### config.mk
export PLATFORM = sky130hd
export DESIGN_NAME = std_timer
export DESIGN_NICKNAME = d
export VERILOG_FILES = /design/src/rtl/std_timer_pkg.sv /design/src/rtl/std_timer.sv
export SDC_FILE = /design/constraint.sdc
export NUM_CORES = 1
export LEC_CHECK = 0
export BUFFER_PORTS_ARGS = -buffer_cell sky130_fd_sc_hd__buf_4
export CAP_MARGIN = 20
export CORE_MARGIN = 8
export CORE_UTILIZATION = 49
export DETAILED_ROUTE_END_ITERATION = 10
export GPL_TIMING_DRIVEN = 0
export PLACE_DENSITY = 0.78
export SYNTH_ARGS = -nofsm -noshare
export SYNTH_HDL_FRONTEND = slang
export SYNTH_SLANG_ARGS = --single-unit
### constraint.sdc
create_clock -name core_clk_i -period 3.03 [get_ports core_clk_i]
set_input_delay 0 -clock core_clk_i [delete_from_list [all_inputs] [get_ports core_clk_i]]
set_output_delay 0 -clock core_clk_i [all_outputs]
set_load 0.05 [all_outputs]
### src/rtl/std_timer_pkg.sv
// Purpose: shared constants and types for the 10-bit compare/pwm timer
// Assumes: wishbone classic slave, 8-bit registers in the low lane of a 32-bit word
// Notes:   offsets are byte addresses of aligned words
package std_timer_pkg;
	localparam logic [7:0] OFS_CTRL0   = 8'h00; // pause, clock select, enable, compare p value
	localparam logic [7:0] OFS_CTRL1   = 8'h04; // mode, pin action, level, invert, swap, clear select
	localparam logic [7:0] OFS_CNT_LO  = 8'h08;
	localparam logic [7:0] OFS_CNT_HI  = 8'h0c;
	localparam logic [7:0] OFS_CMPA_LO = 8'h10;
	localparam logic [7:0] OFS_CMPA_HI = 8'h14;
	localparam logic [7:0] OFS_STATUS  = 8'h18; // bit0 match_a_flag, bit1 match_p_flag, write 1 clears
	localparam logic [7:0] RST_BYTE    = 8'h00;
	localparam logic [9:0] CNT_MAX     = 10'h3ff;
	localparam int         P_SHIFT     = 7;     // comparator p sees counter bits 9..7
	// ctrl0 field positions
	localparam int C0_PAUSE = 7;
	localparam int C0_CKSEL = 4;
	localparam int C0_EN    = 3;
	localparam int C0_COMPARE_P_VALUE  = 0;
	// ctrl1 field positions
	localparam int C1_MODE  = 6;
	localparam int C1_PIN   = 4;
	localparam int C1_LEVEL = 3;
	localparam int C1_INV   = 2;
	localparam int C1_SWAP  = 1;
	localparam int C1_CLR   = 0;
	localparam logic [1:0] MODE_CMP  = 2'h0;
	localparam logic [1:0] MODE_CAP  = 2'h1;
	localparam logic [1:0] MODE_PWM  = 2'h2;
	localparam logic [1:0] MODE_TMR  = 2'h3;
	localparam logic [1:0] PIN_NONE  = 2'h0; // pwm: force inactive
	localparam logic [1:0] PIN_LOW   = 2'h1; // pwm: force active
	localparam logic [1:0] PIN_HIGH  = 2'h2; // pwm: waveform
	localparam logic [1:0] PIN_TOG   = 2'h3;
	typedef struct packed {
		logic       pause;
		logic [2:0] clk_sel;
		logic       timer_enable;
		logic [2:0] compare_p_value;
	} ctrl0_t;
	typedef struct packed {
		logic [1:0] operating_mode_select;
		logic [1:0] pin_action_select;
		logic       output_initial_level;
		logic       output_invert;
		logic       period_duty_swap;
		logic       counter_clear_select;
	} ctrl1_t;
	typedef struct packed {
		logic       cyc;
		logic       stb;
		logic       we;
		logic [7:0] adr;
		logic [3:0] sel;
		logic [31:0] dat;
	} wb_req_t;
endpackage

### src/rtl/std_timer.sv
// Purpose: 10-bit standard timer with comparators a and p, compare, timer and pwm modes
// Assumes: wishbone classic slave; timer clock ticks from tick_i[clk_sel] (sync to core_clk_i)
// Notes:   single pulse and capture modes are not built; capture mode counts, clears and flags on match p only
//
// Behaviour
// - clear-select 1 clears on match a; 0 clears on match p or overflow.
// - overflow clears only when compare p value is zero, else match p clears.
// - clear-select ignored in pwm, single pulse and capture modes.
// - counter readable as low byte and two-bit high byte, upper bits zero.
// - compare a value held in two writable bytes, both reset to zero.
// - mode code 00 selects compare match output mode.
// - compare mode, clear-select 0: match a and match p raise their flags.
// - clear-select 1 raises only match a flag, never match p flag.
// - compare a zero: counter overflows after 3ff, no match a flag.
// - compare mode changes pin only on match a.
// - match a sets pin high, low or toggles per pin action; zero keeps.
// - enable rising in compare mode loads pin with initial level.
// - mode 11 counts and flags like compare mode, pin unused.
// - pwm needs mode 10 and pin action 10 set by software.
// - in pwm, swap picks period and duty comparator; clear-select unused.
// - swap 0: period is p times 128 or 1024; duty is compare a.
// - swap 1: period from compare a; duty p times 128 or 1024.
// - duty at or above period gives 100 percent duty.
// - pwm raises match a and match p flags on their matches.
// - pwm: initial level sets polarity, pin action enables or forces, invert flips.
// - pwm counting continues while pin is forced.
// - compare pin action codes: none, low, high, toggle.
// - pwm pin action codes: force inactive, force active, waveform.
// - enable rising resets counter to zero; falling keeps value.
// - compare p value checked against counter bits 9 to 7.
module std_timer
	import std_timer_pkg::*;
(
	input  wire logic        core_clk_i,
	input  wire logic        reset_i,
	input  wire logic [7:0]  tick_i,       // timer clock enables, one per clock select code
	input  wire logic        wb_cyc_i,
	input  wire logic        wb_stb_i,
	input  wire logic        wb_we_i,
	input  wire logic [7:0]  wb_adr_i,
	input  wire logic [3:0]  wb_sel_i,
	input  wire logic [31:0] wb_dat_i,
	output logic [31:0]      wb_dat_o,
	output logic             wb_ack_o,
	output logic             timer_pin_o,
	output logic             timer_pin_oe_n_o,
	output logic             match_a_flag_o,
	output logic             match_p_flag_o
);
	ctrl0_t      ctrl0_ff, nxt_ctrl0;
	ctrl1_t      ctrl1_ff, nxt_ctrl1;
	logic [9:0]  cmpa_ff, nxt_cmpa;
	logic [9:0]  cnt_ff, nxt_cnt;
	logic        en_d_ff, nxt_en_d;
	logic        pin_ff, nxt_pin;
	logic        pwm_ff, nxt_pwm;
	logic        fa_ff, nxt_fa;
	logic        fp_ff, nxt_fp;
	logic        ack_ff, nxt_ack;
	logic [31:0] rdat_ff, nxt_rdat;
	logic        oe_n_ff, nxt_oe_n;
	wb_req_t     req;

	// combined bus view
	assign req = '{cyc: wb_cyc_i, stb: wb_stb_i, we: wb_we_i, adr: wb_adr_i, sel: wb_sel_i, dat: wb_dat_i};

	// decoded mode and compare terms
	logic       tick, run, en_rise, is_pwm, cmp_like, act_lvl;
	logic       match_a, match_p;
	logic [9:0] per_v, duty_v;
	logic       wr_strobe, rd_strobe;
	always_comb begin
		tick     = tick_i[ctrl0_ff.clk_sel];
		en_rise  = ctrl0_ff.timer_enable & ~en_d_ff;
		run      = ctrl0_ff.timer_enable & ~ctrl0_ff.pause & tick;
		is_pwm   = ctrl1_ff.operating_mode_select == MODE_PWM;
		act_lvl  = ctrl1_ff.output_initial_level ^ ctrl1_ff.output_invert;
		cmp_like = (ctrl1_ff.operating_mode_select == MODE_CMP) ||
			(ctrl1_ff.operating_mode_select == MODE_TMR);
		// comparator a needs a nonzero value; a zero value lets the counter wrap
		match_a  = run && (cmpa_ff != 10'h000) && (cnt_ff == cmpa_ff);
		match_p  = run && (ctrl0_ff.compare_p_value != 3'h0) &&
			(cnt_ff[9:P_SHIFT] == ctrl0_ff.compare_p_value);
		per_v    = (ctrl0_ff.compare_p_value == 3'h0) ? CNT_MAX :
			{ctrl0_ff.compare_p_value, 7'h00};
		duty_v   = cmpa_ff;
		if (ctrl1_ff.period_duty_swap) begin
			per_v  = cmpa_ff;
			duty_v = (ctrl0_ff.compare_p_value == 3'h0) ? CNT_MAX : {ctrl0_ff.compare_p_value, 7'h00};
		end
		wr_strobe = req.cyc & req.stb & req.we & ~ack_ff & req.sel[0];
		rd_strobe = req.cyc & req.stb & ~ack_ff;
	end

	// counter, flags and pin next state
	always_comb begin
		nxt_cnt  = cnt_ff;
		nxt_en_d = ctrl0_ff.timer_enable;
		nxt_pin  = pin_ff;
		nxt_pwm  = pwm_ff;
		nxt_fa   = fa_ff;
		nxt_fp   = fp_ff;
		nxt_oe_n = ~(ctrl0_ff.timer_enable | en_d_ff) | (ctrl1_ff.operating_mode_select[0]);
		// software clear first so a same-cycle event wins
		if (wr_strobe && req.adr == OFS_STATUS) begin
			if (req.dat[0])
				nxt_fa = 1'b0;
			if (req.dat[1])
				nxt_fp = 1'b0;
		end
		if (en_rise) begin
			nxt_cnt = 10'h000;
			nxt_pin = ctrl1_ff.output_initial_level;
			nxt_pwm = 1'b1; // a restarted period opens with the active phase
		end else if (run) begin
			if (is_pwm) begin
				// period comparator clears the counter, duty comparator ends the active phase
				nxt_fa = nxt_fa | match_a;
				nxt_fp = nxt_fp | match_p;
				if (ctrl1_ff.period_duty_swap ? (cnt_ff == per_v) : (match_p || cnt_ff == CNT_MAX)) begin
					nxt_cnt = 10'h000;
					nxt_pwm = 1'b1;
				end else begin
					nxt_cnt = cnt_ff + 10'h001;
					if ((cnt_ff + 10'h001 >= duty_v) && (duty_v < per_v))
						nxt_pwm = 1'b0;
				end
			end else if (cmp_like && ctrl1_ff.counter_clear_select) begin
				nxt_fa  = nxt_fa | match_a;
				nxt_cnt = match_a ? 10'h000 : cnt_ff + 10'h001;
			end else begin
				// capture mode lands here too with clear-select ignored
				if (cmp_like)
					nxt_fa = nxt_fa | match_a;
				nxt_fp  = nxt_fp | match_p;
				nxt_cnt = match_p ? 10'h000 : cnt_ff + 10'h001;
			end
			if (cmp_like && match_a && ctrl1_ff.operating_mode_select == MODE_CMP) begin
				unique case (ctrl1_ff.pin_action_select)
					PIN_NONE: nxt_pin = pin_ff;
					PIN_LOW:  nxt_pin = 1'b0;
					PIN_HIGH: nxt_pin = 1'b1;
					PIN_TOG:  nxt_pin = ~pin_ff;
				endcase
			end
		end
		if (is_pwm) begin
			// pin follows forced or waveform level; counting is unaffected
			unique case (ctrl1_ff.pin_action_select)
				// the invert bit flips every pwm level, forced ones included
				PIN_NONE: nxt_pin = ~act_lvl;
				PIN_LOW:  nxt_pin = act_lvl;
				PIN_HIGH: nxt_pin = nxt_pwm ? act_lvl : ~act_lvl;
				PIN_TOG:  nxt_pin = pin_ff;
			endcase
		end
	end

	// register file next state
	always_comb begin
		nxt_ctrl0 = ctrl0_ff;
		nxt_ctrl1 = ctrl1_ff;
		nxt_cmpa  = cmpa_ff;
		nxt_ack   = rd_strobe;
		nxt_rdat  = 32'h0000_0000;
		if (wr_strobe) begin
			unique case (req.adr)
				OFS_CTRL0:   nxt_ctrl0 = ctrl0_t'(req.dat[7:0]);
				OFS_CTRL1:   nxt_ctrl1 = ctrl1_t'(req.dat[7:0]);
				OFS_CMPA_LO: nxt_cmpa[7:0] = req.dat[7:0];
				OFS_CMPA_HI: nxt_cmpa[9:8] = req.dat[1:0];
				default:     nxt_cmpa = cmpa_ff;
			endcase
		end
		if (rd_strobe && !req.we) begin
			unique case (req.adr)
				OFS_CTRL0:   nxt_rdat = {24'h000000, ctrl0_ff};
				OFS_CTRL1:   nxt_rdat = {24'h000000, ctrl1_ff};
				OFS_CNT_LO:  nxt_rdat = {24'h000000, cnt_ff[7:0]};
				OFS_CNT_HI:  nxt_rdat = {30'h00000000, cnt_ff[9:8]};
				OFS_CMPA_LO: nxt_rdat = {24'h000000, cmpa_ff[7:0]};
				OFS_CMPA_HI: nxt_rdat = {30'h00000000, cmpa_ff[9:8]};
				OFS_STATUS:  nxt_rdat = {30'h00000000, fp_ff, fa_ff};
				default:     nxt_rdat = 32'h0000_0000; // unmapped reads zero, still acked
			endcase
		end
	end

	// all state registered here
	always_ff @(posedge core_clk_i) begin
		if (reset_i) begin
			ctrl0_ff <= ctrl0_t'(RST_BYTE);
			ctrl1_ff <= ctrl1_t'(RST_BYTE);
			cmpa_ff  <= 10'h000;
			cnt_ff   <= 10'h000;
			en_d_ff  <= 1'b0;
			pin_ff   <= 1'b0;
			pwm_ff   <= 1'b0;
			fa_ff    <= 1'b0;
			fp_ff    <= 1'b0;
			ack_ff   <= 1'b0;
			rdat_ff  <= 32'h0000_0000;
			oe_n_ff  <= 1'b1;
		end else begin
			ctrl0_ff <= nxt_ctrl0;
			ctrl1_ff <= nxt_ctrl1;
			cmpa_ff  <= nxt_cmpa;
			cnt_ff   <= nxt_cnt;
			en_d_ff  <= nxt_en_d;
			pin_ff   <= nxt_pin;
			pwm_ff   <= nxt_pwm;
			fa_ff    <= nxt_fa;
			fp_ff    <= nxt_fp;
			ack_ff   <= nxt_ack;
			rdat_ff  <= nxt_rdat;
			oe_n_ff  <= nxt_oe_n;
		end
	end

	assign wb_dat_o         = rdat_ff;
	assign wb_ack_o         = ack_ff;
	assign timer_pin_o      = pin_ff;
	assign timer_pin_oe_n_o = oe_n_ff;
	assign match_a_flag_o   = fa_ff;
	assign match_p_flag_o   = fp_ff;
endmodule

Word-level counts from Yosys, hierarchy flattened
Index checks and enable logic that the tools add are counted.
- register bits: 75
- input bits: 57
- logic and storage cells: 127
- add/sub/neg operators: 1
- $lt $le $gt $ge: 3
- eq/ne operators: 17
- multiplexer cells: 37
- bitwise gates (word level): 20
- reductions and logical operators: 28
- operators by type and width (cell ; number):
    10-bit 2-to-1 mux ; 8
    8-bit one-hot mux with 7 select lines ; 1
    1-bit 2-to-1 mux ; 25
    8-bit by 5-bit == test with 1-bit output (second input constant) ; 3
    10-bit == test ; 2
    8-bit by 4-bit == test with 1-bit output (second input constant) ; 2
    10-bit by 1-bit adder with 10-bit output (second input constant) ; 1
    10-bit == test (second input constant) ; 1
    10-bit greater-or-equal comparator ; 1
    1-bit logical AND ; 10
    10-bit less-than comparator ; 1
    10-bit nonzero test ; 1
    3-bit nonzero test ; 3
    1-bit AND ; 8
    2-bit == test (second input constant) ; 4
    8-bit by 3-bit == test with 1-bit output (second input constant) ; 1
    8-bit logical NOT ; 1
    2-bit AND reduction ; 4
    1-bit inverter ; 7
    1-bit one-hot mux with 3 select lines ; 2
    2-bit logical NOT ; 2
    3-bit by 4-bit less-than comparator with 1-bit output (second input constant) ; 1
    1-bit bitwise OR ; 4
    4-bit AND reduction ; 1
    10 further kinds ; 12

Logic depth before layout (Yosys ltp)
- depth in word-level cells: 14
- mapped depth: 14
- depth with buffers taken out: 13

Worst setup path before layout
OpenSTA, ideal clock, no wires.
- kind: flip-flop to flip-flop
- start: register ctrl1_ff[1] (netlist bit)
- end: register pin_ff, in the netlist timer_pin_o
- setup time: 0.127 ns
- data arrival time: 2.890 ns
- data required time: 2.903 ns
- slack: 0.013 ns
- cell stages (with the launch flop): 14
- path buffers: 3
- clock period less this slack: 3.017 ns
- cells stage by stage: dfxtp_1 > buf_2 > clkbuf_1 > buf_1 > a21oi_1 > ha_1 > a21oi_1 > nor2_1 > a2111oi_0 > a211oi_1 > a2111o_1 > a31oi_2 > mux2i_1 > o21ai_1
- cells in the longest elaborated chain, start to end: 11
- elaborated cells on any way between the ends: 15
- classes of those cells: order compare: 2; eq/ne: 1; mux: 11; reduce/logical: 1
- RTL lines (element ; line ; source):
    start, declared ; std_timer.sv:51 ; ctrl1_t ctrl1_ff, nxt_ctrl1;
    start signal, assigned ; std_timer.sv:193 ; ctrl1_ff <= ctrl1_t'(RST_BYTE);
    start signal, assigned ; std_timer.sv:206 ; ctrl1_ff <= nxt_ctrl1;
    10-bit 2-to-1 mux ; std_timer.sv:87 ; if (ctrl1_ff.period_duty_swap) begin
    10-bit greater-or-equal comparator / 10-bit less-than comparator (equally long branches) ; std_timer.sv:125 ; if ((cnt_ff + 10'h001 >= duty_v) && (duty_v < per_v))
    1-bit logical AND ; std_timer.sv:125 ;
    1-bit 2-to-1 mux ; std_timer.sv:125 ;
    1-bit 2-to-1 mux * ; std_timer.sv:120 ; if (ctrl1_ff.period_duty_swap ? (cnt_ff == per_v) : (match_p || cnt_ff == CNT_MAX)) begin
    1-bit 2-to-1 mux * ; std_timer.sv:116 ; if (is_pwm) begin
    1-bit 2-to-1 mux * ; std_timer.sv:115 ; end else if (run) begin
    1-bit 2-to-1 mux * ; std_timer.sv:111 ; if (en_rise) begin
    1-bit 2-to-1 mux * ; std_timer.sv:153 ; PIN_HIGH: nxt_pin = nxt_pwm ? act_lvl : ~act_lvl;
    1-bit one-hot mux with 3 select lines * ; std_timer.sv:149 ; unique case (ctrl1_ff.pin_action_select)
    1-bit 2-to-1 mux * ; std_timer.sv:147 ; if (is_pwm) begin
    end signal, assigned ; std_timer.sv:210 ; pin_ff <= nxt_pin;
    end, declared ; std_timer.sv:55 ; logic pin_ff, nxt_pin;
Every way passes the cells marked *; elsewhere a longest branch is shown, timed or not.
A chain may end at the register's enable or synchronous reset.

Worst setup path in the final report
Same ends and word-level chain as after synthesis.

==> metrics <==
ys async rst share 0%; io pins 94; max-slew violations 0; Tightest Hold Check Type primary input to flop; startpoint class of the critical path flop; via count around 3700; Post-Synth XOR/XNOR Area about 5.8%; largest net degree at the start of global routing 18; Detail Placement HPWL between 8 and 9 mm; FMAX ~340 MHz; Worst path slowest cell a2111o_1; fraction of layout cells with a size suffix above 1 approximately 20%; WP data required between 3 and 4 ns; Netlist cell types between 50 and 60; root buf cell clkbuf_8; Max IR drop VDD 0.240 mV; CTS Sinks between 50 and 60; Bufs and invs on worst path 2; via/cell ratio between 5 and 6; TritonCTS clock tree done; sequential area share after synthesis 27.0%; Final setup viols 0; max-cap viol count 0; Max Buffers Root-to-Sink 2; Final Hold Viols 0; DRC Markers 0; number of flops mapped to enable cells by yosys 0; vias in the first global route approximately 3700; multiplexer area fraction after synthesis ~9.9%; synthesized-area fraction occupied by adder cells ~8.6%; first-pass GRT wire length 18.1 mm; initial antenna violation count 0; Die Ht just over 100 um; post-synthesis register bit count 51; All-Layer GR Usage roughly a fifth; fin crit period 2.93 ns; largest family of logic cells by synthesized area simple AND/OR/NAND/NOR gates; Final Core Density 60.4%; gpl congestion roughly 0.98; static leakage about 2.1 nW; Die ar. roughly 11000 um^2; CP Capture Type flop; Overflow after GRT 0; average routed wire per standard cell about 17 um; Power Density 276 nW/um^2; CP max FO 10; WL final 11.1 mm; cts bufs inserted 5; Top FF cell, synth dfxtp_1; initial core utilization between 40% and 50%; Post-DRT Antenna Nets 0; CP Class flop to flop; CP Cell Sequence buf_4 -> clkbuf_8 -> o21ai_0 -> ha_1 -> a21oi_1 -> nor2_1 -> a2111oi_2 -> a211oi_2 -> a2111o_1 -> a31oi_4 -> mux2i_1 -> o21ai_1; post-synthesis simple-gate area fraction a little under a quarter; H-Tree Depth 2; Layout area overhead 21.7%; Final Cycle Share a little over nine tenths; Mapped Cells 487; Synth Area in Compound Gates around 16%; # rows 32; synthesis warning total 0; chip width about 100 um; Max Clock Skew between 0.01 and 0.015 ns; setup TNS 0 ns; clock slew at reported path FFs 0.11 ns; nets about 650; Top delay family on crit path compound AO/OA/AOI/OAI gates; Netlist Area Pre-Place between 3000 and 4000 um^2; Inserted Diodes 0; hold_ws approximately 0.13 ns; Worst-Margin Slew approximately 0.68 ns; Slew HR a little over half; First-pass DRT Iterations 6; worst-skew pair later-pin latency around 0.32 ns; slowest cell delay on critical path roughly 0.40 ns; outcome finished, final reports clean; syn avg cell area about 7.8 um^2; core area ~7600 um^2; Worst Path Arrival ~3.1 ns; initial drt markers 268; I/O Buffers 40; total power 0.00127 W
## worst paths after layout
path	start	to	slack (ns)	depth (start not counted)
worst min register to register	wb_ack_o$_SDFF_PP0_	wb_ack_o$_SDFF_PP0_	0.49	1
worst max register to register	ctrl1_ff[1]$_SDFFE_PP0P_	timer_pin_o$_SDFFE_PP0P_	0.10	12
worst min-delay path	wb_we_i	wb_dat_o[1]$_SDFF_PP0_	0.13	4
worst max-delay path	ctrl1_ff[1]$_SDFFE_PP0P_	timer_pin_o$_SDFFE_PP0P_	0.10	12
## worst register-to-register path, delay by kind of cell, from the launching register on
family | cells | cell delay (ns)
and+or+nand+nor | 1 | 0.06
DFF | 1 | 0.31
AOI/OAI and AO/OA | 7 | 1.61
muxes | 1 | 0.19
buffers and inverters | 2 | 0.34
adders and majority gates | 1 | 0.32
## cells in the mapped netlist, drive strengths merged, types with 2 or more instances
cell	n	area, um^2
a31oi	2	18.8
o211ai	3	22.5
nand2b	5	31.3
o21bai	2	15.0
a211oi	3	22.5
nor2	62	233
ha	26	325
dfxtp	51	1020
nor3	12	65.1
o21ai	21	109
buf	32	226
a2111oi	2	17.5
clkbuf	21	78.8
mux2i	33	330
a21o	2	15.0
nand3	28	145
and3	3	18.8
xnor2	15	131
nand2	44	165
nand4	7	43.8
a22oi	8	60.1
inv	22	82.6
nor4	6	52.6
nand3b	2	15.0
nor2b	5	31.3
or4	2	15.0
mux4	2	45.0
xor2	10	87.6
and4	2	17.5
a21oi	37	185
## routing by layer
metal / routed length, um / part of all wire [%] / global-route usage, % / vias up
met5: 0 / 0 / 0 / -
met4: 233 / 2.1 / 6.31 / 0
li1: - / - / - / 1805
met3: 633 / 5.7 / 4.09 / 30
met1: 4750 / 43 / 24.0 / 1720
met2: 5500 / 50 / 35.2 / 156
## timing repair
action	CTS	global route
buffers inserted	2	1
endpoints found under the setup margin	2	2
hold buffers	11	0
pin swaps	2	3
resized for setup	17	19
endpoints found under the hold margin	28	0
## power breakdown
group	leakage, nW	internal [W]	switching [W]
Sequential	0.416	0.000669	0.000000501
Clock	0.0485	0.000166	0.000255
Combinational	1.59	0.0000644	0.000112
Total	2.05	0.000900	0.000367
## kinds of logic after synthesis
| logic type | Yosys count |
|---|---|
| and+or+nand+nor | 181 |
| AOI/OAI and AO/OA | 93 |
| buffers and inverters | 75 |
| DFF | 51 |
| muxes | 35 |
| adders and majority gates | 26 |
| xor gates and xnor gates | 25 |
| other | 1 |
## metrics by stage
step,cells,instance area (um^2),setup WS (ns)
detailed placement,652,4290,-0.506
global placement,652,4290,-0.500
global route,668,4600,-0.000145
finish,668,4600,0.100
CTS,668,4540,0.00135
floorplan,510,3860,0.0131
## cell usage in the layout (no fill, tap or decap), types with 2 or more instances in the layout
| master | n |
|---|---|
| nor2_1 | 60 |
| xnor2_1 | 15 |
| conb_1 | 24 |
| dfxtp_1 | 42 |
| inv_1 | 20 |
| dlygate4sd3_1 | 11 |
| nand4_1 | 7 |
| clkbuf_1 | 13 |
| and3_1 | 3 |
| o21bai_1 | 2 |
| nand2_1 | 43 |
| buf_6 | 3 |
| o21ai_1 | 5 |
| mux4_2 | 2 |
| buf_4 | 69 |
| o21ai_0 | 15 |
| and4_1 | 2 |
| a22oi_1 | 8 |
| or4_1 | 2 |
| nor3_1 | 10 |
| nand3_1 | 26 |
| nand2b_1 | 5 |
| o211ai_1 | 3 |
| nand3b_1 | 2 |
| dfxtp_2 | 8 |
| buf_1 | 3 |
| nor4_1 | 5 |
| a21oi_2 | 2 |
| nor2b_1 | 5 |
| clkbuf_8 | 6 |
| inv_2 | 2 |
| xor2_1 | 10 |
| a211oi_1 | 2 |
| ha_1 | 26 |
| a21oi_1 | 35 |
| mux2i_1 | 33 |
| a21o_1 | 2 |
## sequential cells by signal, indices dropped and copies added, names as in the netlist
register and cells:
pwm_ff 1, match_p_flag_o 1, cmpa_ff 10, ctrl1_ff 8, wb_dat_o 8, timer_pin_oe_n_o 1, match_a_flag_o 1, cnt_ff 10
en_d_ff 1, wb_ack_o 1, timer_pin_o 1, ctrl0_ff 7, nxt_en_d 1
## area by class of cell
| cell class | count | area [um^2] |
|---|---|---|
| plain buffers | 46 | 303 |
| multi-input cells | 384 | 2520 |
| fillers | 724 | 3010 |
| well taps | 102 | 128 |
| clock inverters | 3 | 22.5 |
| inverters | 22 | 82.6 |
| clock buffers | 5 | 68.8 |
| flip-flops and latches | 51 | 1030 |
| repair buffers | 55 | 438 |
(Power assumes the default switching activity.)
